`src/design/ctmc_pkg.sv`:
```
package ctmc_pkg;

  // transceiver mode encoding as seen by software; gray order off-wake-rxonly-normal
  typedef enum logic [1:0] {
    CTMC_OFF    = 2'h0,
    CTMC_WAKE   = 2'h1,
    CTMC_RXONLY = 2'h3,
    CTMC_NORMAL = 2'h2
  } ctmc_mode_t;

  // system mode of the surrounding chip, driven by its own state machine
  typedef enum logic [2:0] {
    CTMC_SYS_INIT     = 3'h0,
    CTMC_SYS_NORMAL   = 3'h1,
    CTMC_SYS_STOP     = 3'h3,
    CTMC_SYS_SLEEP    = 3'h2,
    CTMC_SYS_RESTART  = 3'h6,
    CTMC_SYS_FAILSAFE = 3'h7
  } ctmc_sys_t;

  // transmit path states; gray along idle-settle-hold-active-timeout
  typedef enum logic [2:0] {
    CTMC_TX_IDLE    = 3'h0,
    CTMC_TX_SETTLE  = 3'h1,
    CTMC_TX_HOLD    = 3'h3,
    CTMC_TX_ACTIVE  = 3'h2,
    CTMC_TX_TIMEOUT = 3'h6
  } ctmc_tx_t;

  // wake pattern phases
  typedef enum logic [1:0] {
    CTMC_WD_IDLE = 2'h0,
    CTMC_WD_DOM1 = 2'h1,
    CTMC_WD_REC  = 2'h3,
    CTMC_WD_DOM2 = 2'h2
  } ctmc_wph_t;

  // mode command from the spi register block
  typedef struct packed {
    logic valid;
    ctmc_mode_t mode;
  } ctmc_cmd_t;

  // wake reporting towards the system state machine
  typedef struct packed {
    logic wake_event;
    logic wake_irq;
    logic restart_req;
  } ctmc_wake_ev_t;

  localparam int CTMC_CLK_MHZ = 100;
  localparam int CTMC_SYNC_STAGES = 2;
  // highest signalling rate in kbaud and the bit time it implies
  localparam int CTMC_MAX_KBAUD = 2000;
  localparam int CTMC_BIT_MIN_NS = 1000000 / CTMC_MAX_KBAUD;

  localparam int CTMC_EN_TIME_NS = 10000;
  localparam int CTMC_WAKE_MIN_NS = 500;
  localparam int CTMC_WAKE_MAX_NS = 1000000;
  localparam int CTMC_DOM_TO_NS = 1000000;

  // least times round up, longest times round down
  localparam int CTMC_EN_CYC = (CTMC_EN_TIME_NS * CTMC_CLK_MHZ + 999) / 1000;
  localparam int CTMC_WAKE_MIN_CYC = (CTMC_WAKE_MIN_NS * CTMC_CLK_MHZ + 999) / 1000;
  localparam int CTMC_WAKE_MAX_CYC = (CTMC_WAKE_MAX_NS * CTMC_CLK_MHZ) / 1000;
  localparam int CTMC_DOM_TO_CYC = (CTMC_DOM_TO_NS * CTMC_CLK_MHZ + 999) / 1000;
  localparam int CTMC_CNT_W = 20;

endpackage : ctmc_pkg

```
`src/design/ctmc_transceiver.sv`:
```
`timescale 1ns/1ps
module ctmc_transceiver
  import ctmc_pkg::*;
#(
  parameter int CNT_W = CTMC_CNT_W,
  parameter int EN_CYC = CTMC_EN_CYC,
  parameter int WAKE_MIN_CYC = CTMC_WAKE_MIN_CYC,
  parameter int WAKE_MAX_CYC = CTMC_WAKE_MAX_CYC,
  parameter int DOM_TO_CYC = CTMC_DOM_TO_CYC
) (
  // clock and reset
  input wire logic clock,
  input wire logic reset_n,
  // system mode and mode command
  input wire ctmc_sys_t sys_mode,
  input wire ctmc_cmd_t mode_cmd,
  output ctmc_mode_t mode_status,
  output logic cmd_rejected,
  // controller pins
  input wire logic transmit_input_pin,
  output logic receive_output_pin,
  // bus side digital levels
  input wire logic bus_rx_dominant,
  output logic bus_drive_dominant,
  // fault flag
  output logic bus_fault_flag,
  input wire logic bus_fault_clear,
  // wake reporting
  output ctmc_wake_ev_t wake_ev
);

  localparam logic [CNT_W-1:0] EN_END = CNT_W'(EN_CYC - 1);
  localparam logic [CNT_W-1:0] TO_END = CNT_W'(DOM_TO_CYC - 1);

  typedef struct packed {
    logic tx_s1;
    logic tx_s2;
    logic rx_s1;
    logic rx_s2;
    ctmc_sys_t sys_prev;
    ctmc_mode_t mode;
    ctmc_tx_t tx_st;
    logic [CNT_W-1:0] cnt;
    logic [CNT_W-1:0] dom_cnt;
    logic armed;
    logic wake_lat;
    logic fault;
    logic rej;
    logic drive;
    logic rxo;
    ctmc_wake_ev_t ev;
  } ctmc_state_t;

  ctmc_state_t r;
  ctmc_state_t n;
  logic tx_high;
  logic bus_dom;
  logic wake_hit;
  logic fs_entry;
  logic cmd_norm_ok;

  // which modes a command may select in each system mode
  function automatic logic mode_allowed(input ctmc_mode_t m, input ctmc_sys_t s);
    logic ns;
    ns = (s == CTMC_SYS_NORMAL) || (s == CTMC_SYS_STOP);
    case (m)
      CTMC_OFF: mode_allowed = 1'b1;
      CTMC_NORMAL: mode_allowed = ns;
      CTMC_RXONLY: mode_allowed = ns;
      CTMC_WAKE: mode_allowed = ns || (s == CTMC_SYS_SLEEP) || (s == CTMC_SYS_RESTART);
      default: mode_allowed = 1'b0;
    endcase
  endfunction : mode_allowed

  assign tx_high = r.tx_s2;
  assign bus_dom = r.rx_s2;
  assign fs_entry = (sys_mode == CTMC_SYS_FAILSAFE) && (r.sys_prev != CTMC_SYS_FAILSAFE);
  assign cmd_norm_ok = mode_cmd.valid && (mode_cmd.mode == CTMC_NORMAL) &&
                       ((sys_mode == CTMC_SYS_NORMAL) || (sys_mode == CTMC_SYS_STOP));

  // detector runs only when wake-capable and armed
  ctmc_wake_det #(
    .CNT_W(CNT_W),
    .MIN_CYC(WAKE_MIN_CYC),
    .MAX_CYC(WAKE_MAX_CYC)
  ) u_wake (
    .clock(clock),
    .reset_n(reset_n),
    .enable((r.mode == CTMC_WAKE) && r.armed),
    .bus_dom(bus_dom),
    .wake_hit(wake_hit)
  );

  always_comb begin
    n = r;
    // two-cycle sync keeps 50 cycles per bit at top rate
    n.tx_s1 = transmit_input_pin;
    n.tx_s2 = r.tx_s1;
    n.rx_s1 = bus_rx_dominant;
    n.rx_s2 = r.rx_s1;
    n.sys_prev = sys_mode;
    n.rej = 1'b0;
    n.ev = '0;

    // sleep wake asks for restart without interrupt
    if (wake_hit) begin
      n.wake_lat = 1'b1;
      n.armed = 1'b0;
      n.ev.wake_event = 1'b1;
      n.ev.restart_req = (sys_mode == CTMC_SYS_SLEEP) || (sys_mode == CTMC_SYS_FAILSAFE);
      n.ev.wake_irq = (sys_mode == CTMC_SYS_NORMAL) || (sys_mode == CTMC_SYS_STOP);
    end

    if (mode_cmd.valid) begin
      if (mode_allowed(mode_cmd.mode, sys_mode)) n.mode = mode_cmd.mode;
      else n.rej = 1'b1;
    end
    if (fs_entry) n.mode = CTMC_WAKE;
    // rearm on stop or fail-safe entry keeps rxd state
    if ((fs_entry || (sys_mode == CTMC_SYS_STOP && r.sys_prev != CTMC_SYS_STOP)) &&
        n.mode == CTMC_WAKE) begin
      n.armed = 1'b1;
    end
    // a real mode change clears the latch and rearms only when the new mode is wake
    if (n.mode != r.mode) begin
      n.wake_lat = 1'b0;
      n.armed = (n.mode == CTMC_WAKE);
    end

    if (n.mode != CTMC_NORMAL) begin
      n.tx_st = CTMC_TX_IDLE;
      n.cnt = '0;
      n.dom_cnt = '0;
    end else begin
      case (r.tx_st)
        CTMC_TX_IDLE: begin
          n.tx_st = CTMC_TX_SETTLE;
          n.cnt = '0;
        end
        CTMC_TX_SETTLE: begin
          // low input at settle end is held off
          if (r.cnt == EN_END) n.tx_st = tx_high ? CTMC_TX_ACTIVE : CTMC_TX_HOLD;
          else n.cnt = r.cnt + 1'b1;
        end
        CTMC_TX_HOLD: begin
          // start with the next recessive bit
          if (tx_high) n.tx_st = CTMC_TX_ACTIVE;
        end
        CTMC_TX_ACTIVE: begin
          if (tx_high) begin
            n.dom_cnt = '0;
          end else if (r.dom_cnt == TO_END) begin
            n.tx_st = CTMC_TX_TIMEOUT;
          end else begin
            n.dom_cnt = r.dom_cnt + 1'b1;
          end
        end
        CTMC_TX_TIMEOUT: begin
          // resume once input is recessive again
          if (tx_high) begin
            n.tx_st = CTMC_TX_ACTIVE;
            n.dom_cnt = '0;
          end
        end
        default: begin
          n.tx_st = CTMC_TX_IDLE;
          n.cnt = '0;
        end
      endcase
    end

    // set wins over a same-cycle clear
    if (bus_fault_clear) n.fault = 1'b0;
    if (r.tx_st == CTMC_TX_ACTIVE && n.tx_st == CTMC_TX_TIMEOUT) n.fault = 1'b1;

    n.drive = (n.tx_st == CTMC_TX_ACTIVE) && !tx_high;

    case (n.mode)
      CTMC_NORMAL: n.rxo = !bus_dom;
      CTMC_RXONLY: n.rxo = !bus_dom;
      CTMC_WAKE: n.rxo = !n.wake_lat;
      default: n.rxo = 1'b1;
    endcase
  end

  always_ff @(posedge clock or negedge reset_n) begin
    if (!reset_n) begin
      r <= '{tx_s1: 1'b1, tx_s2: 1'b1, rx_s1: 1'b0, rx_s2: 1'b0,
             sys_prev: CTMC_SYS_INIT, mode: CTMC_OFF, tx_st: CTMC_TX_IDLE,
             cnt: '0, dom_cnt: '0, armed: 1'b0, wake_lat: 1'b0, fault: 1'b0,
             rej: 1'b0, drive: 1'b0, rxo: 1'b1, ev: '0};
    end else begin
      r <= n;
    end
  end

  assign mode_status = r.mode;
  assign cmd_rejected = r.rej;
  assign bus_drive_dominant = r.drive;
  assign receive_output_pin = r.rxo;
  assign bus_fault_flag = r.fault;
  assign wake_ev = r.ev;

  off_no_wake_a: assert property (@(posedge clock) disable iff (!reset_n)
    (mode_status != CTMC_WAKE) && ($past(mode_status) != CTMC_WAKE) |=> !wake_ev.wake_event)
    else $error("wake reported outside wake-capable mode");
  normal_entry_a: assert property (@(posedge clock) disable iff (!reset_n)
    $rose(mode_status == CTMC_NORMAL) |-> $past(cmd_norm_ok))
    else $error("normal mode entered without a legal command");
  settle_quiet_a: assert property (@(posedge clock) disable iff (!reset_n)
    $rose(mode_status == CTMC_NORMAL) |-> !bus_drive_dominant [*8])
    else $error("driver active during enable settling");
  hold_quiet_a: assert property (@(posedge clock) disable iff (!reset_n)
    (r.tx_st == CTMC_TX_HOLD) |-> !bus_drive_dominant)
    else $error("driver active while holding off");
  drive_cause_a: assert property (@(posedge clock) disable iff (!reset_n)
    bus_drive_dominant |-> (mode_status == CTMC_NORMAL) && !$past(tx_high))
    else $error("dominant drive without low input in normal mode");
  rx_follow_a: assert property (@(posedge clock) disable iff (!reset_n)
    (mode_status == CTMC_RXONLY) && $past(mode_status == CTMC_RXONLY)
      |-> (receive_output_pin == !$past(bus_dom)) && !bus_drive_dominant)
    else $error("receive-only output does not follow bus");
  wake_hold_a: assert property (@(posedge clock) disable iff (!reset_n)
    (mode_status == CTMC_WAKE) && !receive_output_pin
      |=> (mode_status != CTMC_WAKE) || !receive_output_pin)
    else $error("wake indication released without a mode change");
  failsafe_wake_a: assert property (@(posedge clock) disable iff (!reset_n)
    fs_entry |=> mode_status == CTMC_WAKE)
    else $error("fail-safe entry did not force wake-capable mode");
  sleep_restart_a: assert property (@(posedge clock) disable iff (!reset_n)
    wake_ev.wake_event && ($past(sys_mode) == CTMC_SYS_SLEEP)
      |-> wake_ev.restart_req && !wake_ev.wake_irq)
    else $error("sleep wake did not request restart quietly");
  timeout_fault_a: assert property (@(posedge clock) disable iff (!reset_n)
    $rose(bus_fault_flag) && !$past(bus_fault_clear)
      |-> !bus_drive_dominant && (mode_status == CTMC_NORMAL))
    else $error("timeout fault without driver release");

  wake_seen_c: cover property (@(posedge clock) disable iff (!reset_n) wake_ev.wake_event);
  hold_seen_c: cover property (@(posedge clock) disable iff (!reset_n)
    r.tx_st == CTMC_TX_HOLD ##[1:20] bus_drive_dominant);
  timeout_seen_c: cover property (@(posedge clock) disable iff (!reset_n) $rose(bus_fault_flag));
  reject_seen_c: cover property (@(posedge clock) disable iff (!reset_n) cmd_rejected);

endmodule : ctmc_transceiver

```
`src/design/ctmc_wake_det.sv`:
```
`timescale 1ns/1ps
module ctmc_wake_det
  import ctmc_pkg::*;
#(
  parameter int CNT_W = CTMC_CNT_W,
  parameter int MIN_CYC = CTMC_WAKE_MIN_CYC,
  parameter int MAX_CYC = CTMC_WAKE_MAX_CYC
) (
  // clock and reset
  input wire logic clock,
  input wire logic reset_n,
  // synchronised bus level and arming
  input wire logic enable,
  input wire logic bus_dom,
  // one-cycle pulse when a full pattern is seen
  output logic wake_hit
);

  localparam logic [CNT_W-1:0] MIN_END = CNT_W'(MIN_CYC);
  localparam logic [CNT_W-1:0] MAX_END = CNT_W'(MAX_CYC - 1);

  typedef struct packed {
    ctmc_wph_t ph;
    logic [CNT_W-1:0] cnt;
    logic prev;
    logic hit;
  } ctmc_wd_state_t;

  ctmc_wd_state_t r;
  ctmc_wd_state_t n;

  // cnt holds the current phase length minus one
  always_comb begin
    n = r;
    n.prev = bus_dom;
    n.hit = 1'b0;
    if (!enable) begin
      n.ph = CTMC_WD_IDLE;
      n.cnt = '0;
    end else begin
      case (r.ph)
        CTMC_WD_IDLE: begin
          // a search only starts on a fresh dominant edge
          if (bus_dom && !r.prev) begin
            n.ph = CTMC_WD_DOM1;
            n.cnt = '0;
          end
        end
        CTMC_WD_DOM1: begin
          if (bus_dom) begin
            if (r.cnt == MAX_END) n.ph = CTMC_WD_IDLE;
            else n.cnt = r.cnt + 1'b1;
          end else begin
            n.ph = (r.cnt >= MIN_END) ? CTMC_WD_REC : CTMC_WD_IDLE;
            n.cnt = '0;
          end
        end
        CTMC_WD_REC: begin
          if (!bus_dom) begin
            if (r.cnt == MAX_END) n.ph = CTMC_WD_IDLE;
            else n.cnt = r.cnt + 1'b1;
          end else begin
            // too short a gap restarts here
            n.ph = (r.cnt >= MIN_END) ? CTMC_WD_DOM2 : CTMC_WD_DOM1;
            n.cnt = '0;
          end
        end
        CTMC_WD_DOM2: begin
          if (bus_dom) begin
            if (r.cnt >= MIN_END) begin
              n.hit = 1'b1;
              n.ph = CTMC_WD_IDLE;
            end else begin
              n.cnt = r.cnt + 1'b1;
            end
          end else begin
            n.ph = CTMC_WD_IDLE;
            n.cnt = '0;
          end
        end
        default: begin
          n.ph = CTMC_WD_IDLE;
          n.cnt = '0;
        end
      endcase
    end
  end

  always_ff @(posedge clock or negedge reset_n) begin
    if (!reset_n) r <= '{ph: CTMC_WD_IDLE, cnt: '0, prev: 1'b0, hit: 1'b0};
    else r <= n;
  end

  assign wake_hit = r.hit;

  hit_after_dom_a: assert property (@(posedge clock) disable iff (!reset_n)
    wake_hit |-> $past(bus_dom, 1) && $past(bus_dom, 2))
    else $error("wake hit without a dominant tail");
  phase_bound_a: assert property (@(posedge clock) disable iff (!reset_n)
    r.ph != CTMC_WD_IDLE |-> r.cnt <= MAX_END)
    else $error("wake phase counter past its limit");

endmodule : ctmc_wake_det

```
`config.mk`:
```
export PLATFORM = sky130hd
export DESIGN_NAME = ctmc_transceiver
export DESIGN_NICKNAME = d
export VERILOG_FILES = /design/src/design/ctmc_pkg.sv /design/src/design/ctmc_transceiver.sv /design/src/design/ctmc_wake_det.sv
export SDC_FILE = /design/constraint.sdc
export NUM_CORES = 1
export LEC_CHECK = 0
export BUFFER_PORTS_ARGS = -buffer_cell sky130_fd_sc_hd__buf_2
export CAP_MARGIN = 20
export CORE_MARGIN = 2
export CORE_UTILIZATION = 55
export DETAILED_ROUTE_END_ITERATION = 10
export PLACE_DENSITY = 0.76
export RECOVER_POWER = 25
export SLEW_MARGIN = 10
export SYNTH_ARGS = -nofsm -noshare
export SYNTH_HDL_FRONTEND = slang
export SYNTH_SLANG_ARGS = --single-unit
```
`constraint.sdc`:
```
create_clock -name clock -period 2.5 [get_ports clock]
set_input_delay 0.75 -clock clock [delete_from_list [all_inputs] [get_ports clock]]
set_output_delay 0.75 -clock clock [all_outputs]
set_load 0.03 [all_outputs]
```
==> results.ini <==
[status]
outcome=complete, no violations

[yosys]
netlist_area_um2=4560
yosysMostFrequentCell=dfrtp_1
synth_seq_cells=85
ys_top_cells_by_count=dfrtp_1 (82), o21ai_0 (49), nand2_1 (44)
synthDistinctLibCells=58
synthFlopType=dfrtp_1
synthMuxAreaShare_pct=0.686
syn_area_per_cell_um2=9.23
synth_area_leaders=dfrtp_1 (45%), o21ai_0 (5.4%), nand2_1 (3.6%)
synth_nets=509
synthSimpleGateAreaFrac_pct=24.6
seq_area_frac_synth_pct=46.7
synth_xor_area_share_pct=4.42
synthAdderAreaFrac_pct=1.10
synth_compound_area_share_pct=18.7
ys_async_sr_fraction_pct=100
synth_top_area_share_pct=45.0
yosys_warnings=0
synth_edf_count=0
synth_cells=494
synth_top_family_by_area=simple AND/OR/NAND/NOR gates
synth_top_area_cell=dfrtp_1

[final_layout]
layout-drive-gt1-share_pct=16.2
area_growth_pct=15.3
finalInstanceArea_um2=5260
diodes=0
nNetsFinal=553

[drt]
vias=4063
ant_nets=0
dr.pass1.iters=5
drc=0
drtIter0Drc=211
wl_per_cell_um=16.6
viasPerCell=6.27
totalWireLength_um=10800

[hold_path]
hold_path.class=reg2reg
hold-path-cell-count=0

[floorplan]
top_level_ports=20
fp-row-count=33
initial_core_util_pct=56.1
die_height_um=95.1
die_w_um=95.1
core_um2=8130
dieArea_um2=9040

[sta]
finalSetupViolCount=0
max_freq_ghz=0.413
worst_clock_skew_ns=0.0103
period_needed_ns=2.42
fin_crit_sh_pct=96.8
tns_ns=0
hold_violations=0
whs_ns=0.357
max_slew.worst_pin.slew_ns=1.01
slew_violations=0
slew_headroom_pct=32.8

[setup_path]
setup.worst_path.end_class=flop
cp-start-kind=flop
r2r_cells=8
cp_max_fo=11
crit_required_ns=2.74
worstSetupPathType=reg2reg
arrival_ns=2.66

[cts]
htreeDepth=3
cts_sinks=85
numCtsBuffers=9
clk_path_buf_depth=2
clock_latency_ns=0.36
path_clk_slew_ns=0.08
cts-root-buf=clkbuf_8
cts_tree=yes

[power_and_ir_drop]
peakVddDrop_mv=0.276
p_leak_nw=2.21
power_density_nw_per_um2=506

[placement]
dp_hpwl_um=7330
io_buffers=19
placedInstanceArea_um2=4990
gp_congestion=0.891

[global_route]
grt_pass1_vias=3869
grt_use_total_pct=25.3
grt_max_degree=41
grt_pass1_wl_um=18100
antenna_found_initial=0
overflow=0

[job]
max_cap_viol_count=0

## layout make-up
cell class / count / area, um2
tap: 105 / 131
timing repair buffer: 59 / 424
fill: 646 / 2880
clock inverter: 4 / 48.8
multi-input combinational: 371 / 2330
sequential: 85 / 2130
inverter: 12 / 45.0
clock buffer: 12 / 145
## flip-flops by register name, indices dropped and copies added, names as in the netlist, 2 cells and up
| name | count |
|---|---|
| n | 2 |
| mode_status | 2 |
| u_wake.r | 23 |
| wake_ev | 3 |
| r | 48 |
## metal layers
layer	share of wire (%)	track usage, %
met1	45	34.5
met4	1.7	8.45
met3	4.5	4.11
met2	48	41.3
met5	0	0
## timing repair
action	CTS	global route
endpoints found under the setup margin	15	36
cloned	1	1
endpoints found under the hold margin	0	0
buffers inserted	0	2
pin swaps	0	2
hold buffers	0	0
gates resized for setup	2	8
## cells in the final DEF, fill, tap and decap left out, drive strengths merged, types with 6 or more instances in the layout
master,netlist,final
clkbuf,18,16
nor4b,6,6
nor2,41,41
o2111ai,7,7
nand4,12,12
inv,12,12
o21ai,51,51
xor2,18,18
nand3,22,22
nor4,9,9
o31ai,11,11
dfrtp,82,82
a21oi,8,8
and3,8,8
or3,6,6
nor2b,7,7
or4,6,6
and2,7,7
buf,10,55
a31oi,6,6
o211ai,6,6
nor3,21,21
nand2,44,44
and4,8,8
## critical path, cell delays in order, from the launching register on
cell and delay [ns]:
dfrtp_1 0.41, ha_1 0.19, or4_1 0.43, a311o_1 0.32, o21a_1 0.19, o21bai_1 0.19, buf_4 0.20, o21bai_1 0.17
a32o_1 0.22
## worst paths after layout
check | startpoint | end | slack [ns]
setup / recovery | u_wake.r[3]$_DFFE_PN0P_ | u_wake.r[17]$_DFFE_PN0P_ | 0.08
hold / removal | n[57]$_DFF_PN0_ | bus_dom$_DFF_PN0_ | 0.36
setup reg to reg | u_wake.r[3]$_DFFE_PN0P_ | u_wake.r[17]$_DFFE_PN0P_ | 0.08
hold reg to reg | n[57]$_DFF_PN0_ | bus_dom$_DFF_PN0_ | 0.36
max in group asynchronous | reset_n | n[59]$_DFF_PN1_ | 1.17
min in group asynchronous | reset_n | r[22]$_DFFE_PN0P_ | 0.55
## cells by family after synthesis
kind of cell             after synthesis
AND/OR/NAND/NOR                      212
adder cells (fa/ha/maj)                4
buffers and inverters                 40
flip-flops                            85
AO/OA/AOI/OAI                        127
XOR/XNOR                              23
multiplexers                           3
## through the flow
| stage | util (%) | std cells | worst slack [ns] | power (W) |
|---|---|---|---|---|
| 3_5_place_dp | 61.4 | 628 | -0.129 | 0.00170 |
| 3_3_place_gp | 61.4 | 628 | -0.0413 | 0.00170 |
| 4_1_cts | 64.0 | 645 | 0.00741 | 0.00267 |
| 6_report | 64.7 | 648 | 0.0801 | 0.00266 |
| 5_1_grt | 64.7 | 648 | -0.00595 | 0.00277 |
| 2_1_floorplan | - | 494 | 0.0465 | 0.00159 |
## report_power, final
part	switching, W	internal, W	total, W	leakage, nW
combinational	0.000166	0.0000927	0.000258	0.954
sequential	0.0000259	0.00140	0.00142	1.16
clock	0.000490	0.000489	0.000979	0.100
total	0.000681	0.00198	0.00266	2.21
Power figures use the tool's default switching activity.
